### src/hdl/can_glb_pkg.sv
// Shared constants for the CAN global receive and timing block
package can_glb_pkg;

  // ==========================================================
  // Register byte offsets
  localparam logic [7:0] OFS_CFG_LOW = 8'h00;
  localparam logic [7:0] OFS_CFG_HIGH = 8'h04;
  localparam logic [7:0] OFS_CTRL = 8'h08;
  localparam logic [7:0] OFS_CH_CFG = 8'h0c;
  localparam logic [7:0] OFS_FIFO_IV = 8'h10;
  localparam logic [7:0] OFS_STATUS = 8'h14;

  // ==========================================================
  // Field positions
  localparam int B_DLC_CHECK = 0;
  localparam int B_DLC_REPLACE = 1;
  localparam int B_MIRROR = 2;
  localparam int B_CLK_SEL = 3;
  localparam int B_TS_SRC = 4;
  localparam int B_TS_PRESCALE = 8;
  localparam int B_GRST = 0;
  localparam int B_CHRUN = 1;
  localparam int B_BAUD_PRE = 0;
  localparam int B_TQB = 16;
  localparam int B_STAT_GRST = 16;

  // ==========================================================
  // Writable bits of each register
  localparam logic [31:0] MASK_CFG_LOW = 32'h0000_0f1f;
  localparam logic [31:0] MASK_CFG_HIGH = 32'h0000_ffff;
  localparam logic [31:0] MASK_CTRL = 32'h0000_0003;
  localparam logic [31:0] MASK_CH_CFG = 32'h001f_03ff;
  localparam logic [31:0] MASK_FIFO_IV = 32'h0000_00ff;

  // ==========================================================
  // Values after reset
  localparam logic [31:0] RST_CFG_LOW = 32'h0000_0000;
  localparam logic [31:0] RST_CFG_HIGH = 32'h0000_0001;
  localparam logic [31:0] RST_CTRL = 32'h0000_0001;
  localparam logic [31:0] RST_CH_CFG = 32'h0008_0000;
  localparam logic [31:0] RST_FIFO_IV = 32'h0000_0000;

  // ==========================================================
  // Message and timing field widths
  localparam int DLC_W = 4;
  localparam int TS_W = 16;
  localparam int DATA_W = 64;
  localparam int NBYTES = 8;
  localparam int BAUD_PRE_W = 10;
  localparam int TQB_W = 5;

endpackage

### src/hdl/can_tick_div.sv
// Enable-pulse divider: one tick out per (ratio_m1 + 1) ticks in
`timescale 1ns/1ps
module can_tick_div (
  // Clock and reset
  input wire logic sys_clk,
  input wire logic rst_n,
  // Source and ratio
  input wire logic src_tick,
  input wire logic [15:0] ratio_m1,
  // Divided pulse
  output logic tick
);

  typedef struct packed {
    logic [15:0] cnt;
    logic tick;
  } div_state_t;

  div_state_t st;
  div_state_t next_st;

  // ==========================================================
  // Counter
  always_comb begin
    next_st = st;
    next_st.tick = 1'b0;
    if (src_tick) begin
      if (st.cnt >= ratio_m1) begin
        next_st.cnt = 16'h0000;
        next_st.tick = 1'b1;
      end else begin
        next_st.cnt = st.cnt + 16'h0001;
      end
    end
  end

  always_ff @(posedge sys_clk or negedge rst_n) begin
    if (!rst_n) begin
      st <= '0;
    end else begin
      st <= next_st;
    end
  end

  assign tick = st.tick;

endmodule // can_tick_div

### src/hdl/can_global_rx.sv
// CAN global functions: DLC filter, mirror select, clock source, timestamp, interval (stopped while the timestamp source is the bit clock)
//
// Decided for this implementation: the address map and the Wishbone slave port.
`timescale 1ns/1ps

module can_global_rx (
  // Clock and reset
  input wire logic sys_clk,
  input wire logic rst_n,
  // Wishbone slave
  input wire logic wb_cyc,
  input wire logic wb_stb,
  input wire logic wb_we,
  input wire logic [7:0] wb_adr,
  input wire logic [3:0] wb_sel,
  input wire logic [31:0] wb_dat_w,
  output logic [31:0] wb_dat_r,
  output logic wb_ack,
  // External oscillator level
  input wire logic x1_clk,
  // Received message after acceptance filtering
  input wire logic msg_sof,
  input wire logic msg_valid,
  input wire logic msg_self,
  input wire logic [3:0] msg_dlc,
  input wire logic [63:0] msg_data,
  input wire logic rule_hit,
  input wire logic rule_self_rx_select,
  input wire logic [3:0] rule_dlc_value,
  // Store request
  output logic store_valid,
  output logic [3:0] store_dlc,
  output logic [63:0] store_data,
  output logic [15:0] store_stamp,
  output logic dlc_error,
  // Timing pulses
  output logic channel_quantum_clock,
  output logic bit_tick,
  output logic interval_tick
);

  typedef struct packed {
    logic ack;
    logic [31:0] rdata;
    logic [31:0] global_config_low;
    logic [31:0] global_config_high;
    logic [31:0] ctrl;
    logic [31:0] channel_config_low;
    logic [31:0] txrx_fifo_control_high;
    logic half;
    logic x1_q;
    logic [15:0] stamp;
    logic [15:0] sof_stamp;
    logic st_valid;
    logic [3:0] st_dlc;
    logic [63:0] st_data;
    logic [15:0] st_stamp;
    logic dlc_err;
  } rx_state_t;

  rx_state_t st;
  rx_state_t next_st;

  // ==========================================================
  // Helpers
  function automatic logic [31:0] wb_merge(input logic [31:0] old, input logic [31:0] wd,
                                           input logic [3:0] sel, input logic [31:0] msk);
    logic [31:0] r;
    r = old;
    for (int i = 0; i < 4; i++) begin
      if (sel[i]) begin
        r[8*i+:8] = wd[8*i+:8];
      end
    end
    return (r & msk) | (old & ~msk);
  endfunction

  function automatic logic [63:0] keep_bytes(input logic [63:0] d, input logic [3:0] n);
    logic [63:0] r;
    r = 64'h0;
    for (int i = 0; i < can_glb_pkg::NBYTES; i++) begin
      if (4'(i) < n) begin
        r[8*i+:8] = d[8*i+:8];
      end
    end
    return r;
  endfunction

  // ==========================================================
  // Field views
  wire logic dlc_check_enable = st.global_config_low[can_glb_pkg::B_DLC_CHECK];
  wire logic dlc_replace_enable = st.global_config_low[can_glb_pkg::B_DLC_REPLACE];
  wire logic mirror_enable = st.global_config_low[can_glb_pkg::B_MIRROR];
  wire logic can_clock_select = st.global_config_low[can_glb_pkg::B_CLK_SEL];
  wire logic timestamp_source_select = st.global_config_low[can_glb_pkg::B_TS_SRC];
  wire logic [3:0] timestamp_prescale = st.global_config_low[can_glb_pkg::B_TS_PRESCALE+:4];
  wire logic grst = st.ctrl[can_glb_pkg::B_GRST];
  wire logic ch_run = st.ctrl[can_glb_pkg::B_CHRUN];
  wire logic [9:0] baud_prescaler_value =
    st.channel_config_low[can_glb_pkg::B_BAUD_PRE+:can_glb_pkg::BAUD_PRE_W];
  wire logic [4:0] tqb = st.channel_config_low[can_glb_pkg::B_TQB+:can_glb_pkg::TQB_W];

  // ==========================================================
  // Clock tree
  logic ts_tick;
  logic iv_pre_tick;
  wire logic half_tick = st.half;
  wire logic can_tick = can_clock_select ? (x1_clk && !st.x1_q) : half_tick;
  wire logic ts_src = timestamp_source_select ? (bit_tick && ch_run)
                                              : half_tick;
  wire logic [15:0] iv_ratio_m1 = st.global_config_high[15:0] - 16'h0001;
  wire logic [4:0] tqb_m1 = tqb - 5'h01;

  // Quantum clock: divide by prescaler value plus one
  can_tick_div u_quantum_div (
    .sys_clk(sys_clk), .rst_n(rst_n), .src_tick(can_tick),
    .ratio_m1({6'h00, baud_prescaler_value}), .tick(channel_quantum_clock)
  );
  // Bit clock: quanta per bit
  can_tick_div u_bit (
    .sys_clk(sys_clk), .rst_n(rst_n), .src_tick(channel_quantum_clock),
    .ratio_m1({11'h000, tqb_m1}), .tick(bit_tick)
  );
  can_tick_div u_stamp_div (
    .sys_clk(sys_clk), .rst_n(rst_n), .src_tick(ts_src),
    .ratio_m1({12'h000, timestamp_prescale}), .tick(ts_tick)
  );
  can_tick_div u_ivp (
    .sys_clk(sys_clk), .rst_n(rst_n), .src_tick(half_tick && !timestamp_source_select),
    .ratio_m1(iv_ratio_m1), .tick(iv_pre_tick)
  );
  can_tick_div u_ivf (
    .sys_clk(sys_clk), .rst_n(rst_n), .src_tick(iv_pre_tick),
    .ratio_m1({8'h00, st.txrx_fifo_control_high[7:0]}), .tick(interval_tick)
  );

  // ==========================================================
  // Receive decision
  wire logic eligible = msg_self ? (mirror_enable && rule_self_rx_select)
                                 : !rule_self_rx_select;
  wire logic accept = msg_valid && rule_hit && eligible;
  wire logic short_dlc = dlc_check_enable && (msg_dlc < rule_dlc_value)
                         && (rule_dlc_value != 4'h0);

  // ==========================================================
  // Next state
  wire logic req = wb_cyc && wb_stb && !st.ack;

  always_comb begin
    next_st = st;
    next_st.ack = req;
    next_st.half = !st.half;
    next_st.x1_q = x1_clk;
    next_st.st_valid = 1'b0;
    next_st.dlc_err = 1'b0;
    if (ts_tick && (!timestamp_source_select || ch_run)) begin
      next_st.stamp = st.stamp + 16'h0001;
    end
    if (msg_sof) begin
      next_st.sof_stamp = st.stamp;
    end
    if (accept) begin
      if (short_dlc) begin
        next_st.dlc_err = 1'b1;
      end else begin
        next_st.st_valid = 1'b1;
        next_st.st_stamp = st.sof_stamp;
        if (dlc_check_enable && dlc_replace_enable) begin
          next_st.st_dlc = rule_dlc_value;
          next_st.st_data = keep_bytes(msg_data, rule_dlc_value);
        end else begin
          next_st.st_dlc = msg_dlc;
          next_st.st_data = msg_data;
        end
      end
    end
    next_st.rdata = 32'h0;
    if (req && !wb_we) begin
      case (wb_adr)
        can_glb_pkg::OFS_CFG_LOW: next_st.rdata = st.global_config_low;
        can_glb_pkg::OFS_CFG_HIGH: next_st.rdata = st.global_config_high;
        can_glb_pkg::OFS_CTRL: next_st.rdata = st.ctrl;
        can_glb_pkg::OFS_CH_CFG: next_st.rdata = st.channel_config_low;
        can_glb_pkg::OFS_FIFO_IV: next_st.rdata = st.txrx_fifo_control_high;
        can_glb_pkg::OFS_STATUS: begin
          next_st.rdata = {15'h0000, grst, st.stamp};
        end
        default: next_st.rdata = 32'h0;
      endcase
    end
    if (req && wb_we) begin
      case (wb_adr)
        can_glb_pkg::OFS_CFG_LOW: begin
          if (grst) begin
            next_st.global_config_low = wb_merge(st.global_config_low, wb_dat_w, wb_sel,
                                                 can_glb_pkg::MASK_CFG_LOW);
          end
        end
        can_glb_pkg::OFS_CFG_HIGH: begin
          if (grst) begin
            next_st.global_config_high = wb_merge(st.global_config_high, wb_dat_w, wb_sel,
                                                  can_glb_pkg::MASK_CFG_HIGH);
          end
        end
        can_glb_pkg::OFS_CTRL: begin
          next_st.ctrl = wb_merge(st.ctrl, wb_dat_w, wb_sel, can_glb_pkg::MASK_CTRL);
        end
        can_glb_pkg::OFS_CH_CFG: begin
          next_st.channel_config_low = wb_merge(st.channel_config_low, wb_dat_w, wb_sel,
                                                can_glb_pkg::MASK_CH_CFG);
        end
        can_glb_pkg::OFS_FIFO_IV: begin
          next_st.txrx_fifo_control_high = wb_merge(st.txrx_fifo_control_high, wb_dat_w,
                                                    wb_sel, can_glb_pkg::MASK_FIFO_IV);
        end
        default: begin
        end
      endcase
    end
  end

  always_ff @(posedge sys_clk or negedge rst_n) begin
    if (!rst_n) begin
      st <= '0;
      st.global_config_low <= can_glb_pkg::RST_CFG_LOW;
      st.global_config_high <= can_glb_pkg::RST_CFG_HIGH;
      st.ctrl <= can_glb_pkg::RST_CTRL;
      st.channel_config_low <= can_glb_pkg::RST_CH_CFG;
      st.txrx_fifo_control_high <= can_glb_pkg::RST_FIFO_IV;
    end else begin
      st <= next_st;
    end
  end

  assign wb_ack = st.ack;
  assign wb_dat_r = st.rdata;
  assign store_valid = st.st_valid;
  assign store_dlc = st.st_dlc;
  assign store_data = st.st_data;
  assign store_stamp = st.st_stamp;
  assign dlc_error = st.dlc_err;
endmodule // can_global_rx

### config.mk
export PLATFORM = sky130hd
export DESIGN_NAME = can_global_rx
export DESIGN_NICKNAME = d
export VERILOG_FILES = /design/src/hdl/can_glb_pkg.sv /design/src/hdl/can_tick_div.sv /design/src/hdl/can_global_rx.sv
export SDC_FILE = /design/constraint.sdc
export NUM_CORES = 1
export LEC_CHECK = 0
export ABC_AREA = 1
export ABC_CLOCK_PERIOD_IN_PS = 3300
export BUFFER_PORTS_ARGS = -buffer_cell sky130_fd_sc_hd__buf_2
export CAP_MARGIN = 20
export CORE_MARGIN = 4
export CORE_UTILIZATION = 40
export CTS_BUF_LIST = sky130_fd_sc_hd__clkbuf_2
export DETAILED_ROUTE_END_ITERATION = 6
export PLACE_DENSITY = 0.69
export SYNTH_ARGS = -nofsm -noshare
export SYNTH_HDL_FRONTEND = slang
export SYNTH_SLANG_ARGS = --single-unit
### constraint.sdc
create_clock -name sys_clk -period 3.3 [get_ports sys_clk]
set_clock_uncertainty 0.1 [all_clocks]
set_input_delay 0.33 -clock sys_clk [delete_from_list [all_inputs] [get_ports sys_clk]]
set_output_delay 0.33 -clock sys_clk [all_outputs]
set_load 0.01 [all_outputs]
==> flow_results.org, run 1 <==
** Timing
- On the final layout, the worst hold slack is 0.139 ns.
- Setup repair after global routing missed its margin :: false
- Number of setup violations in the final report :: 0
- For the final routed database, the setup TNS stands at 0 ns.
- For the finished layout, the period the worst path requires is 3.22 ns.
- Slew at the pin closest to its max-slew limit :: 0.860 ns
- The final-report hold violation count was 0.
- Max Transition Viols Final :: 0
- Worst slew margin relative to its limit :: 42.7%
- Ratio of final minimum period to clock period :: 97.5%
- Timing-limited maximum frequency :: 0.311 GHz

** Global routing
- First-pass GRT wire length :: 69,500 um
- The number of antenna violations at the first check in global routing was 3.
- Vias in the first global route :: 13.6k
- Global routing used 21.6% of the available tracks across all layers.
- Total gr overflow :: 0
- Maximum number of pins on one net before global-route repair :: 108

** Critical path
- The slowest stage of the critical path is the sky130_fd_sc_hd__dlygate4sd3_1 cell.
- Crit path launch type :: primary input
- Of all nets on the critical path, the largest fanout is 15.
- Category of the most critical setup path :: in2reg
- Worst Setup End Kind :: register
- The largest single stage delay on the critical path is 0.61 ns.
- Critical path data arrival time :: 3.89 ns
- Walking the worst path, the cells encountered are dlygate4sd3_1, buf_2, nor2_2, dlygate4sd3_1, nand2_1, nor2_2, nand2_4, clkinv_2, nand3_4, nor2_1, dlygate4sd3_1, a21oi_1, dlygate4sd3_1.
- Data required time of the critical path :: 3.97 ns
- Most repeated library cell on the critical path :: sky130_fd_sc_hd__dlygate4sd3_1

** Die
- Number of ports placed on the die boundary :: 249
- The total area inside the core boundary comes to 0.0359 sq mm.
- After floorplanning, the core was divided into 69 placement rows.
- Measured along the x axis, the die boundary spans 200 um.
- Measured along the y axis, the die boundary spans 200 um.
- Initial core utilization :: 40.9%
- Die footprint :: 0.0399 sq mm

** Pwr
- VDD sags by at most 0.219 mV.
- Power density of the placed cells :: 418 mW/mm^2
- Leakage power summed over all cells :: 0.00979 uW
- Post-layout power :: 7840 uW

** Cells and area
- Fill cells in the final layout number 3,214.
- In the final design database the tool counted 2,393 nets.
- Most common cell after layout, fill and taps aside :: sky130_fd_sc_hd__nand2_1
- Reg area :: 0.00699 sq mm
- Multi-input gate area :: 0.00571 sq mm
- Commonest cells after routing, fill and taps aside :: sky130_fd_sc_hd__nand2_1 (424), sky130_fd_sc_hd__dfrtp_1 (276), sky130_fd_sc_hd__dlygate4sd3_1 (248)
- Area growth, synth to finish :: 27.5%
- Fraction of layout instances using a drive strength above 1 :: 18.6%

** Synthesis
- Sequential share of the synthesized area :: 47.5%
- The Yosys step of the flow raised 0 warnings.
- The most used flip-flop cell after synthesis is sky130_fd_sc_hd__dfrtp_1.
- Count of flip-flops with a built-in enable after synthesis :: 0
- The synthesized netlist contains 45 unique library cells.
- Yosys reg bits :: 279
- Post-synthesis area per instance :: 8.21 sq um
- Fraction of synthesis flops using an asynchronous set or reset pin :: 100%
- Number of instances in the synthesized netlist :: 1,789
- Area of the mapped netlist :: 0.0147 sq mm

** Route
- WL final :: 44,300 um
- Routed metal-1 wire length :: 17,400 um
- Violation count after the first detailed-routing iteration :: 904
- Drc violations :: 0
- Routed signal wires occupy layers up through met4.
- Total length of routed met3 wires :: 4200 um
- Routed vias :: 13.7k
- Routed vias/inst :: 5.01
- After detailed routing, the met2 layer carries 21,400 um of wire.
- After detailed routing, the average wire length per cell comes to 16.3 um.
- Number of nets with antenna violations after detailed routing :: 0
- Router iterations before antenna repair :: 6

** Clock network
- The H-tree was split into 3 levels.
- Clock-pin slew was measured on the worst setup and hold paths at 0.10 ns.
- Buffer cell driving the clock tree root :: sky130_fd_sc_hd__clkbuf_2
- The longest clock path from root to sink contains 3 buffers.
- CTS buffer count :: 77
- The tree built by TritonCTS fans out to 279 sinks.
- TritonCTS built the clock tree.
- Worst skew pair latency :: 0.93 ns

** Run
- Reported max-cap violation count :: 0

** Place
- In this run the tool buffered the top-level ports with 236 buffer cells.
- Routability-driven placement finished with a final weighted congestion of 0.875.
- Post-DP HPWL :: 28,100 um

** Min path
- The worst hold path belongs to the class in2reg.

** Outcome
- Run status :: finished clean
==> timing repair <==
action	in CTS	in global routing
resized for setup	0	3
setup endpoints to repair	0	14
hold buffers	249	0
setup buffers	0	5
endpoints found under the hold margin	449	0
==> critical path, delay by kind of cell <==
family          cells  cell delay, ns
buf+inv             6            2.57
simple gates        6            0.93
compound gates      1            0.05
==> stage by stage <==
stage	worst slack [ns]	util [%]	area, sq um	instances
CTS	0.0434	52.0	18700	2721
finish	0.0816	52.2	18700	2727
detailed placement	0.419	43.2	15500	2341
global route	0.00115	52.2	18700	2727
global placement	0.518	43.2	15500	2341
floorplan	0.675	-	14700	1790
==> where the power goes <==
| group | switching [uW] | internal [uW] |
|---|---|---|
| registers | 271 | 3740 |
| logic | 710 | 572 |
| clock network | 1470 | 1070 |
==> cell type report <==
cell class              instances  share of cell area [%]
inverters                     234                    4.69
well taps                     461                    3.08
clock buffers                 116                    3.10
repair buffers                506                    20.8
diodes                          2                  0.0267
multi-input cells            1114                    30.5
clock inverters                15                   0.581
flip-flops and latches        279                    37.3
==> sequential cells by signal, summed over array words and instances (netlist names), 4 cells and up <==
| name | flops |
|---|---|
| u_ivp.st | 16 |
| st | 67 |
| u_stamp_div.st | 16 |
| store_data | 64 |
| u_quantum_div.st | 16 |
| wb_dat_r | 23 |
| u_ivf.st | 16 |
| baud_prescaler_value | 10 |
| store_dlc | 4 |
| u_bit.st | 16 |
| store_stamp | 16 |
==> cell families after synthesis <==
| family | count (synthesis) | share of synthesized area (%) |
|---|---|---|
| adder cells (fa/ha/maj) | 54 | 4.60 |
| AND/OR/NAND/NOR | 828 | 24.3 |
| AO/OA/AOI/OAI | 175 | 6.37 |
| XOR/XNOR | 51 | 3.04 |
| buffers and inverters | 397 | 13.8 |
| other | 1 | 0.0255 |
| multiplexers | 4 | 0.307 |
| flip-flops | 279 | 47.5 |
==> worst paths after layout <==
| check | startpoint | end | slack [ns] | cells after the start |
|---|---|---|---|---|
| max | wb_adr[1] | st[231] | 0.08 | 13 |
| min | wb_stb | wb_ack | 0.14 | 4 |
| max reg2reg | dlc_check_enable | store_data[51] | 0.10 | 9 |
| min reg2reg | store_stamp[5] | store_stamp[5] | 0.37 | 2 |
| max in group asynchronous | rst_n | u_stamp_div.st[6] | 1.64 | 4 |
| min in group asynchronous | rst_n | store_data[17] | 0.50 | 3 |
==> Yosys cell counts (all sizes together), types with 15 or more instances <==
master | n | share of area (%)
nand2 | 432 | 11
ha | 54 | 4.6
inv | 233 | 6.0
a21oi | 75 | 2.6
o21ai | 77 | 2.6
nand3 | 115 | 4.2
xor2 | 42 | 2.5
dfrtp | 276 | 47
nand4 | 23 | 1.0
nor2 | 213 | 5.9
nand3b | 25 | 1.3
buf | 150 | 7.5
nor3 | 15 | 0.55
==> metal layers <==
metal / track usage [%] / vias to the layer above
met5: 0 / -
met4: 8.58 / 0
met3: 5.53 / 115
met2: 37.2 / 708
met1: 26.0 / 6445
li1: - / 6405
No activity file was read; power rests on OpenSTA's default activity.
==> inputs of run 2 (changes only) <==
--- a/config.mk
+++ b/config.mk
@@ -14,6 +14,7 @@
 export CTS_BUF_LIST = sky130_fd_sc_hd__clkbuf_2
 export DETAILED_ROUTE_END_ITERATION = 6
 export PLACE_DENSITY = 0.69
+export SETUP_SLACK_MARGIN = 0.15
 export SYNTH_ARGS = -nofsm -noshare
 export SYNTH_HDL_FRONTEND = slang
 export SYNTH_SLANG_ARGS = --single-unit
==> constraint.sdc (replaced) <==
create_clock -name sys_clk -period 3.3 [get_ports sys_clk]
set_clock_uncertainty 0.1 [all_clocks]
set_input_delay 0.33 -clock sys_clk [delete_from_list [all_inputs] [get_ports sys_clk]]
set_output_delay 0.33 -clock sys_clk [all_outputs]
set_load 0.05 [all_outputs]
==> flow_results.org, run 2 (synthesis results as in run 1) <==
** Critical path
- The peak fanout along the critical path was 5 (-10).
- Reg2reg path depth :: 9 (unchanged)
- The worst setup path is captured at a register.
- Data required time of the critical path :: 3.97 ns (about the same)
- Register-to-Register Setup Slack :: 0.29 ns (+0.19 ns)
- Category of the most critical setup path :: in2reg
- Endpoint of the lowest-slack register-to-register path :: store_data[21]
- The worst register-to-register path begins at dlc_replace_enable.
- STA classifies the critical path startpoint as a primary input.
- The worst endpoint data arrival time is 3.70 ns (-0.19 ns).

** Global routing
- The total global routing overflow is 0 (unchanged).
- The largest net degree at the start of global routing came to 108 (unchanged).
- Initial antenna violation count :: 3 (unchanged)
- Total routing resource utilization after global routing :: 21.7% (+0.12 points)
- The global-route wire length before repair was 69,800 um (+0.51%).
- Vias in the first global route :: 13.6k (-0.21%)

** Cells and area
- The fraction of layout cells with a size suffix above 1 is 18.7% (+0.10 points).
- Number of flip-flops under the largest register name :: 67 (unchanged)
- Reg with most FFs :: st
- Area growth, synth to finish :: 27.3%
- Most common cell after layout, fill and taps aside :: sky130_fd_sc_hd__nand2_1
- Fin nets :: 2,386 (-0.29%)
- Commonest cells after routing, fill and taps aside :: sky130_fd_sc_hd__nand2_1 (423), sky130_fd_sc_hd__dfrtp_1 (274), sky130_fd_sc_hd__dlygate4sd3_1 (246)

** Route
- Number of nets with antenna violations after detailed routing :: 0 (unchanged)
- Routed length on met2 :: 21,200 um (-1.3%)
- Routed vias/inst :: 4.99 (-0.54%)
- The total wire length after detailed routing was 44,300 um (about the same).
- The post-detailed-route DRC marker count came to 0 (unchanged).
- The initial DRC count was 876 (-3.1%).
- Routed length per instance :: 16.3 um (+0.18%)
- The highest metal layer carrying signal wires in the routed design is met4.
- The total iterations of the first detailed-routing run is 6 (unchanged).
- The routed length on met3 is 3960 um (-5.9%).
- Routed metal-1 wire length :: 17,600 um (+1.4%)
- The number of vias after detailed routing was 13.6k (-0.80%).

** Clock network
- Buffer cell driving the clock tree root :: sky130_fd_sc_hd__clkbuf_2
- The number of H-tree levels was 3 (unchanged).
- CTS buffer count :: 77 (unchanged)
- The number of clock sinks seen by CTS is 279 (unchanged).
- The number of buffers on the longest clock path came to 3 (unchanged).
- The post-CTS repair timing setup buffer count is 0 (unchanged).
- The clock edge transition at the registers on the reported setup and hold paths came to 0.11 ns (about the same).
- The worst-skew pair later-pin latency was 0.93 ns (about the same).
- TritonCTS built the clock tree.

** Timing
- The slew of the pin with the lowest slew margin was 0.856 ns (-0.00452 ns).
- Ratio of final minimum period to clock period :: 91.7% (-5.8 points)
- The number of max-slew violations in the final report came to 0 (unchanged).
- The remaining max-slew budget at the tightest pin was 43.0% (+0.30 points).
- Timing-limited maximum frequency :: 0.330 GHz (+6.3%)
- Setup repair after global routing left no endpoint under its margin.
- The minimum period implied by the final worst setup slack is 3.03 ns (-0.191 ns).
- Hold Violations, Final :: 0 (unchanged)
- Number of setup violations in the final report :: 0 (unchanged)
- Setup TNS after final layout :: 0 ns (unchanged)

** Min path
- Type of the worst min-delay path :: in2reg
- The worst hold path terminates at store_data[1].
- The number of cells on the worst hold path is 6 (+2).
- Startpoint of the tightest hold check path :: msg_self

** Pwr
- The leakage power total came to 0.00976 uW (-0.37%).
- Power density of the placed cells :: 455 mW/mm^2 (+8.7%)
- Post-layout power :: 8500 uW (+8.5%)
- Peak ir drop on the vdd network :: 0.218 mV (-0.64%)

** Run
- The number of maximum-capacitance constraint violations came to 0 (unchanged).

** Die
- Die width :: 200 um (unchanged)
- The I/O pin count came to 249 (unchanged).
- The site row count was 69 (unchanged).
- The vertical extent of the die was 200 um (unchanged).
- Die footprint :: 0.0399 sq mm (unchanged)
- Area of the placeable core :: 0.0359 sq mm (unchanged)
- Initial core utilization :: 40.9% (unchanged)

** Place
- The count of input and output buffers was 236 (unchanged).
- The total half-perimeter wirelength after legalization and detailed placement was 28,100 um (unchanged).
- The placer's final routability congestion estimate came to 0.875 (unchanged).

** Outcome
- The flow ran to the end, and the final reports show no timing, DRC or antenna violations.
==> run 2: per-stage QoR <==
step	hold WS (ns)	cell area (sq um)	setup WS (ns)	cells	utilization, %
final	0.180	18700	0.273	2720	52.1
after detailed placement	0.353	15500	0.419	2341	43.2
after global routing	0.163	18700	0.126	2720	52.1
after CTS	0.0552	18700	0.184	2718	52.0
after global placement	0.347	15500	0.518	2341	43.2
after floorplan	-0.0656	14700	0.675	1790	-
==> run 2: final cells by class <==
type	instances	area (sq um)
inverter	234	880
sequential	279	6990
fill	3223	17200
timing repair buffer	499	3840
multi-input combinational	1114	5730
clock inverter	15	109
antenna	2	5.00
clock buffer	116	581
tap	461	577
==> run 2: critical path, stage by stage <==
cell and delay (ns):
sky130_fd_sc_hd__dlygate4sd3_1 0.53, sky130_fd_sc_hd__buf_2 0.12, sky130_fd_sc_hd__nor2_2 0.08, sky130_fd_sc_hd__dlygate4sd3_1 0.60
sky130_fd_sc_hd__nand3_2 0.13, sky130_fd_sc_hd__nor2_4 0.13, sky130_fd_sc_hd__dlygate4sd3_1 0.60, sky130_fd_sc_hd__nand2_2 0.14
sky130_fd_sc_hd__dlygate4sd3_1 0.74, sky130_fd_sc_hd__nor3_1 0.29
==> run 2: per-layer routing <==
metal	vias up	global-route usage (%)
li1	6392	-
met1	6409	26.5
met2	630	36.6
met5	-	0
met4	0	9.46
met3	133	5.34
==> run 2: worst max path at each step <==
stage | startpoint | endpoint
floorplan | st[216] | u_ivp.st[10]
global placement | st[216] | u_ivp.st[12]
detailed placement | st[216] | u_ivp.st[10]
CTS | dlc_check_enable | store_data[20]
global route | st[216] | u_ivp.st[12]
finish | wb_adr[7] | wb_dat_r[20]
==> run 2: timing repair <==
action / CTS / global route
endpoints found under the setup margin: 0 / 62
hold buffers: 246 / 0
gates resized for setup: 0 / 10
hold endpoints to repair: 449 / 0
==> run 2: report_power, final <==
| part | internal [uW] | switching, uW | total, uW |
|---|---|---|---|
| clock | 1070 | 1480 | 2560 |
| combinational | 575 | 1370 | 1940 |
| sequential | 3740 | 268 | 4000 |
| total | 5380 | 3120 | 8500 |
